[src/inc/idr_consts.svh]
// offsets, field positions, reset values and timing figures of the register bank
`ifndef IDR_CONSTS_SVH
`define IDR_CONSTS_SVH
// register byte offsets
`define IDR_OFF_SAP_A    8'h30
`define IDR_OFF_SAP_B    8'h34
`define IDR_OFF_TAM      8'h38
`define IDR_OFF_TEI_A    8'h3C
`define IDR_OFF_TEI_B    8'h40
`define IDR_OFF_LEN_HI   8'h44
`define IDR_OFF_LEN_LO   8'h48
`define IDR_OFF_TIMER    8'h4C
`define IDR_OFF_RDY      8'h50
`define IDR_OFF_CTL      8'h54
`define IDR_OFF_IND_RX   8'h58
`define IDR_OFF_CMD_TX   8'h5C
`define IDR_OFF_MF_RX    8'h60
`define IDR_OFF_MF_TX    8'h64
`define IDR_OFF_MODE     8'h80
// field positions
`define IDR_TMR_REPEAT_BIT 7
`define IDR_TMR_IDLE_BIT   6
`define IDR_CTL_SOFT_RESET_BIT_BIT   5
`define IDR_MF_S_CHANGE_IRQ_ENABLE_BIT    4
// reset values
`define IDR_RST_RDY      4'hC
`define IDR_RST_IND      4'hF
`define IDR_RST_CMD      4'hF
`define IDR_RST_Q        4'hF
`define IDR_RST_S        4'hF
// fixed codes
`define IDR_GROUP_ENDPOINT 8'hFF
`define IDR_IND_DC       4'hF
`define IDR_IND_PU       4'h7
`define IDR_CMD_AR       4'h8
// version field, arbitrary value
`define IDR_VERSION_VALUE 2'h2
// bus answers
`define IDR_RESP_OKAY    2'h0
`define IDR_RESP_SLVERR  2'h2
// timing
`define IDR_CLK_PERIOD_NS 20
`define IDR_MS_NS         1000000
`define IDR_PHASE0_NS     0
`define IDR_PHASE1_NS     260
`define IDR_PHASE2_NS     520
`define IDR_PHASE3_NS     1040
`endif

[src/inc/idr_pkg.sv]
// types of the d-channel address, timer and c/i register bank
package idr_pkg;
   typedef enum logic [1:0] {
      IDR_TMR_OFF = 2'b01,
      IDR_TMR_RUN = 2'b10
   } idr_tmr_t;

   typedef struct packed {
      logic        awready;
      logic        wready;
      logic        bvalid;
      logic [1:0]  bresp;
      logic        arready;
      logic        rvalid;
      logic [1:0]  rresp;
      logic [31:0] rdata;
      logic        soft_reset_bit;
   } idr_bus_t;

   typedef struct packed {
      logic [7:0]  sap_a;
      logic [7:0]  sap_b;
      logic [7:0]  tam;
      logic [7:0]  tei_a;
      logic [7:0]  tei_b;
      logic        match;
      logic        match_vld;
      logic [12:0] rx_cnt;
      logic        rx_lov;
      logic        rx_done;
      idr_tmr_t    tmr_st;
      logic        tmr_rep;
      logic        tmr_idle;
      logic [5:0]  tmr_cnt;
      logic [6:0]  tmr_rem;
      logic [15:0] tmr_pre;
      logic        tmr_pin;
      logic        tmr_exp;
      logic [3:0]  rdy_code;
      logic [1:0]  ops;
      logic        external_transceiver_select;
      logic        active;
      logic        act_req;
      logic [3:0]  ind_last;
      logic [3:0]  ind_cur;
      logic [3:0]  ind_pend;
      logic        ind_pend_v;
      logic        indication_changed;
      logic [3:0]  cmd;
      logic        s_change_irq_enable;
      logic [3:0]  q;
      logic [3:0]  s_shadow;
      logic [3:0]  s;
      logic        s_bits_changed;
      logic        q_out;
   } idr_core_t;

   typedef struct packed {
      idr_bus_t  b;
      idr_core_t c;
   } idr_state_t;
endpackage

[src/rtl/idr_regs.sv]
// register bank: address match, frame length, ms timer, c/i and s/q channels
//
// The implementer's own choice: register access over AXI4-Lite.
`include "idr_consts.svh"

// Behaviour
// - first address byte matched against two choices, second byte against two more
// - second-byte mask bit 1 drops that bit from both second-byte compares
// - second byte always also compared with group endpoint value
// - length overflow set at 8192 bytes of unfinished frame, valid end to acknowledge
// - frame length split high/low, valid from message end until acknowledge
// - timer starts on nonzero write; one-shot stops at zero, repeat reloads
// - expiry pulse each time timer reaches zero, both modes
// - timer pin goes high on start, toggles each half period, idle level when off
// - rewrite before expiry restarts with new count
// - count in ms, 1 to 63; zero write stops timer
// - four-bit ready code, reset 0xC, activation indication in gci mode
// - soft reset bit resets all but bus logic until software writes 0
// - register access other than control register writes inhibited during soft reset; bit is write-only
// - two-bit phase compensation select: none, 260, 520, 1040 ns
// - indication change sets flag; indication register read clears it unless a second code is buffered
// - s-bit change flag only when enabled; multiframe receive read clears it
// - received indication code buffered two entries deep
// - gci mode takes external transceiver indications; s-change flag unused
// - command register drives code to transceiver; reads return last write
// - s bits of frames 1, 6, 11, 16 captured double-buffered
// - q bits sent in frames 1, 6, 11, 16, first q bit in frame 1
module idr_regs
   import idr_pkg::*;
#(
   parameter int TIMER_MS_CYCLES = `IDR_MS_NS / `IDR_CLK_PERIOD_NS
) (
   // clock and reset
   input  wire logic        MCLK,
   input  wire logic        RST,
   // axi4-lite write
   input  wire logic [7:0]  AWADDR,
   input  wire logic        AWVALID,
   output logic             AWREADY,
   input  wire logic [31:0] WDATA,
   input  wire logic [3:0]  WSTRB,
   input  wire logic        WVALID,
   output logic             WREADY,
   output logic             BVALID,
   output logic [1:0]       BRESP,
   input  wire logic        BREADY,
   // axi4-lite read
   input  wire logic [7:0]  ARADDR,
   input  wire logic        ARVALID,
   output logic             ARREADY,
   output logic             RVALID,
   output logic [31:0]      RDATA,
   output logic [1:0]       RRESP,
   input  wire logic        RREADY,
   // d-channel receiver
   input  wire logic        RX_ADDR_VLD,
   input  wire logic [7:0]  RX_ADDR1,
   input  wire logic [7:0]  RX_ADDR2,
   input  wire logic        RX_BYTE,
   input  wire logic        RX_MSG_END,
   input  wire logic        RX_ACK_CMD,
   output logic             ADDR_MATCH,
   output logic             ADDR_MATCH_VLD,
   // layer 1 and gci
   input  wire logic [3:0]  L1_IND,
   input  wire logic [3:0]  GCI_IND,
   input  wire logic        MF_LOCK,
   input  wire logic        MF_STROBE,
   input  wire logic [4:0]  MF_FRAME,
   input  wire logic        S_BIT_IN,
   output logic [3:0]       CMD_CODE,
   output logic             ACT_REQ,
   output logic             LINE_ACTIVE,
   output logic             Q_BIT_OUT,
   // timer, control
   output logic             TIMER_OUT,
   output logic             TIMER_EXPIRED,
   output logic [1:0]       PHASE_COMP_SEL,
   output logic             SOFT_RESET
);
   localparam int HALF_MS = TIMER_MS_CYCLES / 2;

   idr_state_t st;
   idr_state_t d;

   // masked byte compare, zero mask bits take part
   function automatic logic masked_eq(input logic [7:0] a, input logic [7:0] b, input logic [7:0] m);
      masked_eq = ((a ^ b) & ~m) == 8'h00;
   endfunction

   // multiframe slot of a frame number: {hit, index}
   function automatic logic [2:0] mf_slot(input logic [4:0] f);
      case (f)
         5'h01:   mf_slot = 3'h4;
         5'h06:   mf_slot = 3'h5;
         5'h0B:   mf_slot = 3'h6;
         5'h10:   mf_slot = 3'h7;
         default: mf_slot = 3'h0;
      endcase
   endfunction

   // core values after hard or soft reset
   function automatic idr_core_t core_reset();
      idr_core_t c;
      c          = '0;
      c.tmr_st   = IDR_TMR_OFF;
      c.rdy_code = `IDR_RST_RDY;
      c.ind_last = `IDR_RST_IND;
      c.ind_cur  = `IDR_RST_IND;
      c.cmd      = `IDR_RST_CMD;
      c.q        = `IDR_RST_Q;
      c.s        = `IDR_RST_S;
      core_reset = c;
   endfunction
   localparam idr_core_t CORE_RST = core_reset();

   logic       wr_go;
   logic       rd_go;
   logic       wen;
   logic [7:0] waddr;
   logic [7:0] raddr;
   logic [7:0] wd;
   logic [7:0] rd;
   logic       rd_hit;
   logic       wr_hit;
   logic       tick;
   logic [6:0] rem_n;
   logic [3:0] ind_src;
   logic [2:0] slot;
   logic [3:0] s_new;

   // next state
   always_comb begin
      d          = st;
      wr_go      = st.b.awready;
      rd_go      = st.b.arready;
      waddr      = {AWADDR[7:2], 2'b00};
      raddr      = {ARADDR[7:2], 2'b00};
      wd         = WDATA[7:0];
      wen        = wr_go & WSTRB[0];
      rd         = 8'h00;
      rd_hit     = 1'b1;
      wr_hit     = 1'b1;
      tick       = 1'b0;
      rem_n      = 7'h00;
      ind_src    = 4'h0;
      slot       = 3'h0;
      s_new      = 4'h0;
      d.c.tmr_exp   = 1'b0;
      d.c.match_vld = 1'b0;

      // write channel: address and data taken together
      d.b.awready = AWVALID & WVALID & ~st.b.awready & ~st.b.bvalid;
      d.b.wready  = AWVALID & WVALID & ~st.b.awready & ~st.b.bvalid;
      if (st.b.bvalid & BREADY) begin
         d.b.bvalid = 1'b0;
      end
      // read channel
      d.b.arready = ARVALID & ~st.b.arready & ~st.b.rvalid;
      if (st.b.rvalid & RREADY) begin
         d.b.rvalid = 1'b0;
      end

      // timer countdown in half-ms steps
      if (st.c.tmr_st == IDR_TMR_RUN) begin
         tick = st.c.tmr_pre == 16'(HALF_MS - 1);
         d.c.tmr_pre = tick ? 16'h0000 : st.c.tmr_pre + 16'h0001;
      end
      if (tick) begin
         rem_n = st.c.tmr_rem - 7'h01;
         d.c.tmr_rem = rem_n;
         if (rem_n == {1'b0, st.c.tmr_cnt}) begin
            d.c.tmr_pin = ~st.c.tmr_pin;
         end
         if (rem_n == 7'h00) begin
            d.c.tmr_exp = 1'b1;
            if (st.c.tmr_rep) begin
               d.c.tmr_rem = {st.c.tmr_cnt, 1'b0};
               d.c.tmr_pin = 1'b1;
            end else begin
               d.c.tmr_st  = IDR_TMR_OFF;
               d.c.tmr_pin = st.c.tmr_idle;
            end
         end
      end

      // register reads and their side effects
      case (raddr)
         `IDR_OFF_SAP_A:  rd = st.c.sap_a;
         `IDR_OFF_SAP_B:  rd = st.c.sap_b;
         `IDR_OFF_TAM:    rd = st.c.tam;
         `IDR_OFF_TEI_A:  rd = st.c.tei_a;
         `IDR_OFF_TEI_B:  rd = st.c.tei_b;
         `IDR_OFF_LEN_HI: rd = {`IDR_VERSION_VALUE, st.c.rx_lov, st.c.rx_cnt[12:8]};
         `IDR_OFF_LEN_LO: rd = st.c.rx_cnt[7:0];
         `IDR_OFF_TIMER:  rd = 8'h00;
         `IDR_OFF_RDY:    rd = {4'h0, st.c.rdy_code};
         `IDR_OFF_CTL:    rd = {6'h00, st.c.ops};
         `IDR_OFF_IND_RX: rd = {st.c.s_bits_changed, st.c.indication_changed, 2'b00, st.c.ind_cur};
         `IDR_OFF_CMD_TX: rd = {4'h0, st.c.cmd};
         `IDR_OFF_MF_RX:  rd = {2'b00, MF_LOCK, st.c.s_change_irq_enable, st.c.s};
         `IDR_OFF_MF_TX:  rd = {3'b000, st.c.s_change_irq_enable, st.c.q};
         `IDR_OFF_MODE:   rd = {7'h00, st.c.external_transceiver_select};
         default:         rd_hit = 1'b0;
      endcase
      if (rd_go) begin
         d.b.rvalid = 1'b1;
         d.b.rdata  = st.b.soft_reset_bit ? 32'h0000_0000 : {24'h000000, rd};
         d.b.rresp  = (rd_hit & ~st.b.soft_reset_bit) ? `IDR_RESP_OKAY : `IDR_RESP_SLVERR;
         if (raddr == `IDR_OFF_IND_RX) begin
            if (st.c.ind_pend_v) begin
               d.c.ind_cur    = st.c.ind_pend;
               d.c.ind_pend_v = 1'b0;
            end else begin
               d.c.indication_changed = 1'b0;
            end
         end
         if (raddr == `IDR_OFF_MF_RX) begin
            d.c.s_bits_changed = 1'b0;
         end
      end

      // register writes
      case (waddr)
         `IDR_OFF_SAP_A, `IDR_OFF_SAP_B, `IDR_OFF_TAM, `IDR_OFF_TEI_A, `IDR_OFF_TEI_B,
         `IDR_OFF_TIMER, `IDR_OFF_RDY, `IDR_OFF_CTL, `IDR_OFF_CMD_TX, `IDR_OFF_MF_TX,
         `IDR_OFF_MODE:   wr_hit = 1'b1;
         default:         wr_hit = 1'b0;
      endcase
      if (wr_go) begin
         d.b.bvalid = 1'b1;
         d.b.bresp  = (wr_hit & (~st.b.soft_reset_bit | waddr == `IDR_OFF_CTL)) ? `IDR_RESP_OKAY : `IDR_RESP_SLVERR;
      end
      if (wen & waddr == `IDR_OFF_CTL) begin
         d.b.soft_reset_bit = wd[`IDR_CTL_SOFT_RESET_BIT_BIT];
         d.c.ops  = wd[1:0];
      end
      if (wen & ~st.b.soft_reset_bit) begin
         case (waddr)
            `IDR_OFF_SAP_A:  d.c.sap_a = wd;
            `IDR_OFF_SAP_B:  d.c.sap_b = wd;
            `IDR_OFF_TAM:    d.c.tam   = wd;
            `IDR_OFF_TEI_A:  d.c.tei_a = wd;
            `IDR_OFF_TEI_B:  d.c.tei_b = wd;
            `IDR_OFF_RDY:    d.c.rdy_code = wd[3:0];
            `IDR_OFF_CMD_TX: d.c.cmd = wd[3:0];
            `IDR_OFF_MF_TX: begin
               d.c.s_change_irq_enable = wd[`IDR_MF_S_CHANGE_IRQ_ENABLE_BIT];
               d.c.q    = wd[3:0];
            end
            `IDR_OFF_MODE:   d.c.external_transceiver_select = wd[0];
            `IDR_OFF_TIMER: begin
               d.c.tmr_rep  = wd[`IDR_TMR_REPEAT_BIT];
               d.c.tmr_idle = wd[`IDR_TMR_IDLE_BIT];
               d.c.tmr_cnt  = wd[5:0];
               d.c.tmr_pre  = 16'h0000;
               d.c.tmr_exp  = 1'b0;
               if (wd[5:0] == 6'h00) begin
                  d.c.tmr_st  = IDR_TMR_OFF;
                  d.c.tmr_rem = 7'h00;
                  d.c.tmr_pin = wd[`IDR_TMR_IDLE_BIT];
               end else begin
                  d.c.tmr_st  = IDR_TMR_RUN;
                  d.c.tmr_rem = {wd[5:0], 1'b0};
                  d.c.tmr_pin = 1'b1;
               end
            end
            default: ;
         endcase
      end

      // address recognition of a received frame
      if (RX_ADDR_VLD) begin
         d.c.match_vld = 1'b1;
         d.c.match = (RX_ADDR1 == st.c.sap_a | RX_ADDR1 == st.c.sap_b) &
                     (masked_eq(RX_ADDR2, st.c.tei_a, st.c.tam) |
                      masked_eq(RX_ADDR2, st.c.tei_b, st.c.tam) |
                      RX_ADDR2 == `IDR_GROUP_ENDPOINT);
      end

      // frame byte count, frozen from message end until acknowledge
      if (RX_ACK_CMD) begin
         d.c.rx_cnt  = 13'h0000;
         d.c.rx_lov  = 1'b0;
         d.c.rx_done = 1'b0;
      end else if (~st.c.rx_done) begin
         if (RX_BYTE) begin
            d.c.rx_cnt = st.c.rx_cnt + 13'h0001;
            if (st.c.rx_cnt == 13'h1FFF) begin
               d.c.rx_lov = 1'b1;
            end
         end
         if (RX_MSG_END) begin
            d.c.rx_done = 1'b1;
         end
      end

      // indication code: two-deep buffer, change flag set wins over read clear
      ind_src = st.c.external_transceiver_select ? GCI_IND : L1_IND;
      if (ind_src != st.c.ind_last) begin
         d.c.ind_last = ind_src;
         if (~d.c.indication_changed) begin
            d.c.ind_cur = ind_src;
            d.c.indication_changed     = 1'b1;
         end else begin
            d.c.ind_pend   = ind_src;
            d.c.ind_pend_v = 1'b1;
         end
      end
      d.c.active  = st.c.external_transceiver_select & (st.c.ind_cur == st.c.rdy_code);
      d.c.act_req = st.c.external_transceiver_select & (st.c.cmd == `IDR_CMD_AR);

      // multiframe s capture and q transmit
      if (MF_STROBE) begin
         slot = mf_slot(MF_FRAME);
         if (slot[2]) begin
            d.c.q_out = st.c.q[~slot[1:0]];
            d.c.s_shadow[~slot[1:0]] = S_BIT_IN;
            if (slot[1:0] == 2'h3) begin
               s_new = {st.c.s_shadow[3:1], S_BIT_IN};
               d.c.s = s_new;
               if (s_new != st.c.s & st.c.s_change_irq_enable & ~st.c.external_transceiver_select) begin
                  d.c.s_bits_changed = 1'b1;
               end
            end
         end
      end

      // soft reset holds everything but the bus logic at reset values
      if (d.b.soft_reset_bit) begin
         d.c = core_reset();
      end
   end

   // state register
   always_ff @(posedge MCLK or posedge RST) begin
      if (RST) begin
         st <= '{b: '0, c: CORE_RST};
      end else begin
         st <= d;
      end
   end

   // outputs straight from the state register
   assign AWREADY        = st.b.awready;
   assign WREADY         = st.b.wready;
   assign BVALID         = st.b.bvalid;
   assign BRESP          = st.b.bresp;
   assign ARREADY        = st.b.arready;
   assign RVALID         = st.b.rvalid;
   assign RDATA          = st.b.rdata;
   assign RRESP          = st.b.rresp;
   assign SOFT_RESET     = st.b.soft_reset_bit;
   assign ADDR_MATCH     = st.c.match;
   assign ADDR_MATCH_VLD = st.c.match_vld;
   assign TIMER_OUT      = st.c.tmr_pin;
   assign TIMER_EXPIRED  = st.c.tmr_exp;
   assign PHASE_COMP_SEL = st.c.ops;
   assign CMD_CODE       = st.c.cmd;
   assign ACT_REQ        = st.c.act_req;
   assign LINE_ACTIVE    = st.c.active;
   assign Q_BIT_OUT      = st.c.q_out;
endmodule

[config.mk]
export PLATFORM = sky130hd
export DESIGN_NAME = idr_regs
export DESIGN_NICKNAME = d
export VERILOG_FILES = /design/src/inc/idr_pkg.sv /design/src/rtl/idr_regs.sv
export VERILOG_INCLUDE_DIRS = /design/src /design/src/inc
export SDC_FILE = /design/constraint.sdc
export NUM_CORES = 1
export LEC_CHECK = 0
export ABC_CLOCK_PERIOD_IN_PS = 11600
export BUFFER_PORTS_ARGS = -buffer_cell sky130_fd_sc_hd__buf_2
export CORE_MARGIN = 5
export CORE_UTILIZATION = 60
export DETAILED_ROUTE_END_ITERATION = 7
export HOLD_SLACK_MARGIN = 0.06
export PLACE_DENSITY_LB_ADDON = 0.1
export SETUP_SLACK_MARGIN = 0.02
export SLEW_MARGIN = 5
export SYNTH_ARGS = -nofsm -noshare
export SYNTH_HDL_FRONTEND = slang
export SYNTH_SLANG_ARGS = --single-unit
[constraint.sdc]
create_clock -name MCLK -period 11.6 [get_ports MCLK]
set_input_delay 2.9 -clock MCLK [delete_from_list [all_inputs] [get_ports MCLK]]
set_output_delay 2.9 -clock MCLK [all_outputs]
set_load 0.02 [all_outputs]
==> impl_metrics.ini <==
[sta]
worst_pin_slew_ps = 953
finalCritPeriodShare_pct = 44.4
maxSlewHeadroom_pct = 36.5
finalSetupViolCount = 0
fin_crit_ps = 5160
final_hold_viol_count = 0
finClkSkew_ps = 7.96
fmax_ghz = 0.194
setup_tns_ps = 0
rsz0062_at_grt = false
slew_violations = 0
worst_slack_ps = 6440

[critical_path]
start_kind = input port
reg2reg_depth = 7
required_ps = 11950
r2r_start = st[60]
r2r_end = st[62]
critPathCaptureType = register
crit_fanout = 36
rrSetupSlack_ps = 8940
arrival_ps = 5510
path_class = in -> reg

[placement]
dp_hpwl_mm = 16.2
portBuffers = 92
gp_routability_congestion = 0.915
dpl_cell_area_sq_mm = 0.00893
pre_cts_ws_ps = 6070

[clocking]
post-cts-setup-buffer-count = 0
clk_pin_slew_ps = 60
clock_path_buffers = 2
cts_sinks = 148
cts_resized = 0
cts_root_buf = clkbuf_16
clk-insertion-delay-late_ps = 420
cts_max_level = 4
cts_buffers = 17
cts_tree = built
hold_buffers = 0

[layout]
layout_common_cells = dfrtp_1 (125), nor2_1 (99), buf_2 (92), nand2_1 (73)
drive_gt1_share_pct = 18.0
multi_input_area_sq_mm = 0.00439
antenna_cells = 0
final_common_cell = dfrtp_1
final_cell_area_sq_mm = 0.00955
ff_latch_area_sq_mm = 0.00373
nets = 1052
fillers = 1113
area_growth_pct = 10.7

[yosys]
postSynthRegisterBits = 148
synth_top_area_cell = dfrtp_1
ys_async_sr_fraction_pct = 100
yosysTopAreaCellShare_pct = 36.3
synth_area_per_cell_sq_um = 9.56
synth_area_sq_mm = 0.00862
yosys_warnings = 0
synthTopCellsByArea = dfrtp_1 (36%), mux2i_1 (7.3%), dfstp_2 (7.0%)
synth-main-ff-cell = dfrtp_1
synth_edf_count = 0
synthCells = 902
yosysUniqueCellTypes = 71
ys_seq_area_share_pct = 43.3

[global_route]
grt_max_degree = 78
grt_pass1_wl_mm = 36.5
antenna_found_initial = 0
grt_pass1_vias = 6976
grt-ovfl-total = 0
grtUsageTotal_pct = 27.7

[power_and_ir_drop]
sequentialPowerShare_pct = 44.2
leakage_nw = 4.49
p_total_mw = 1.53
p_clk_share_pct = 37.3
netSwitchingPower_mw = 0.451
vdd_drop_max_uv = 145
p_int_mw = 1.08
power_density_mw_per_mm2 = 161
netSwitchingFraction_pct = 29.4
p_comb_share_pct = 18.5

[die]
io_pins = 150
die_area_sq_mm = 0.0169
coreArea_sq_mm = 0.0140
die_h_um = 130
rows = 43
die_w_um = 130
start_util_pct = 61.7

[hold_path]
hold_path.class = reg -> reg
hold_depth = 1
hold_end = WREADY
worstHoldStart = BVALID

[drt]
vias = 7062
wirelength_mm = 22.8
drtIter0Drc = 725
drt_first_pass_iters = 5
drc_errors = 0
antenna_left = 0
wl_per_cell_um = 19.9
drt-vias-per-instance = 6.16

[run_status]
outcome = finished, final reports clean

[run]
cap_violations = 0
## worst max-delay path, cell delays in order
cell      delay (ps)
buf_2            140
nor4bb_1         280
buf_4            200
and4_1           380
mux2i_4          290
buf_4            420
nand2_1          240
or4_1            560
nand3_1          100
## cell usage after synthesis, types with 9 or more instances
| master | count |
|---|---|
| a21oi_1 | 26 |
| a22oi_1 | 10 |
| buf_2 | 10 |
| buf_4 | 44 |
| clkbuf_1 | 31 |
| dfrtp_1 | 125 |
| dfstp_2 | 23 |
| inv_1 | 21 |
| mux2i_1 | 63 |
| nand2_1 | 73 |
| nand2b_1 | 12 |
| nand3_1 | 42 |
| nand4_1 | 18 |
| nor2_1 | 99 |
| nor2b_1 | 12 |
| nor3_1 | 16 |
| nor4_1 | 9 |
| o21ai_0 | 21 |
| o22ai_1 | 21 |
| xnor2_1 | 63 |
| xor2_1 | 21 |
## layer usage
metal | vias up | global-route usage (%) | routed length (um)
li1 | 3215 | - | -
met1 | 3503 | 37.0 | 9420
met2 | 297 | 45.3 | 11200
met3 | 47 | 6.18 | 1610
met4 | 0 | 8.86 | 532
met5 | - | 0 | 0
## cell families after synthesis
kind of cell | synth area share, %
other cells | 0.0435
flops | 43.3
fa+ha+maj | 0.580
buf+inv | 6.93
simple gates | 21.0
mux | 9.27
xor+xnor | 8.79
compound gates | 10.1
## power by group through the flow
stage,Clock [mW],Combinational [mW],Sequential [mW]
after CTS,0.577,0.285,0.675
after global placement,0,0.275,0.679
final,0.572,0.284,0.678
after detailed placement,0,0.283,0.683
after floorplan,0,0.234,0.655
after global routing,0.602,0.316,0.685
## final cells by class
| type | count | share of cell area (%) |
|---|---|---|
| clock buffer | 24 | 5.15 |
| clock inverter | 8 | 1.28 |
| inverter | 22 | 0.918 |
| multi-input combinational | 667 | 46.0 |
| sequential | 148 | 39.1 |
| tap | 180 | 2.36 |
| timing repair buffer | 97 | 5.22 |
## flip-flops by register name, summed over array words and instances, names as in the netlist, 2 cells and up
name	flops
st	120
RDATA	8
CMD_CODE	4
PHASE_COMP_SEL	2
## how the worst max path moves through the flow
stage              start       to  cells past startpoint
2_1_floorplan        RST  ACT_REQ                      1
3_3_place_gp   AWADDR[5]   st[61]                      9
3_5_place_dp   AWADDR[6]   st[61]                      9
4_1_cts        AWADDR[6]   st[61]                      9
5_1_grt        AWADDR[6]   st[61]                      9
6_report       AWADDR[6]   st[61]                      9
## stage by stage
step | util [%] | hold WS [ps] | std cells
global placement | 63.8 | 432 | 1114
CTS | 68.2 | 462 | 1146
finish | 68.2 | 461 | 1146
floorplan | - | 463 | 927
global route | 68.2 | 476 | 1146
detailed placement | 63.8 | 460 | 1114
Note: power is estimated with default switching activity, not from simulation.
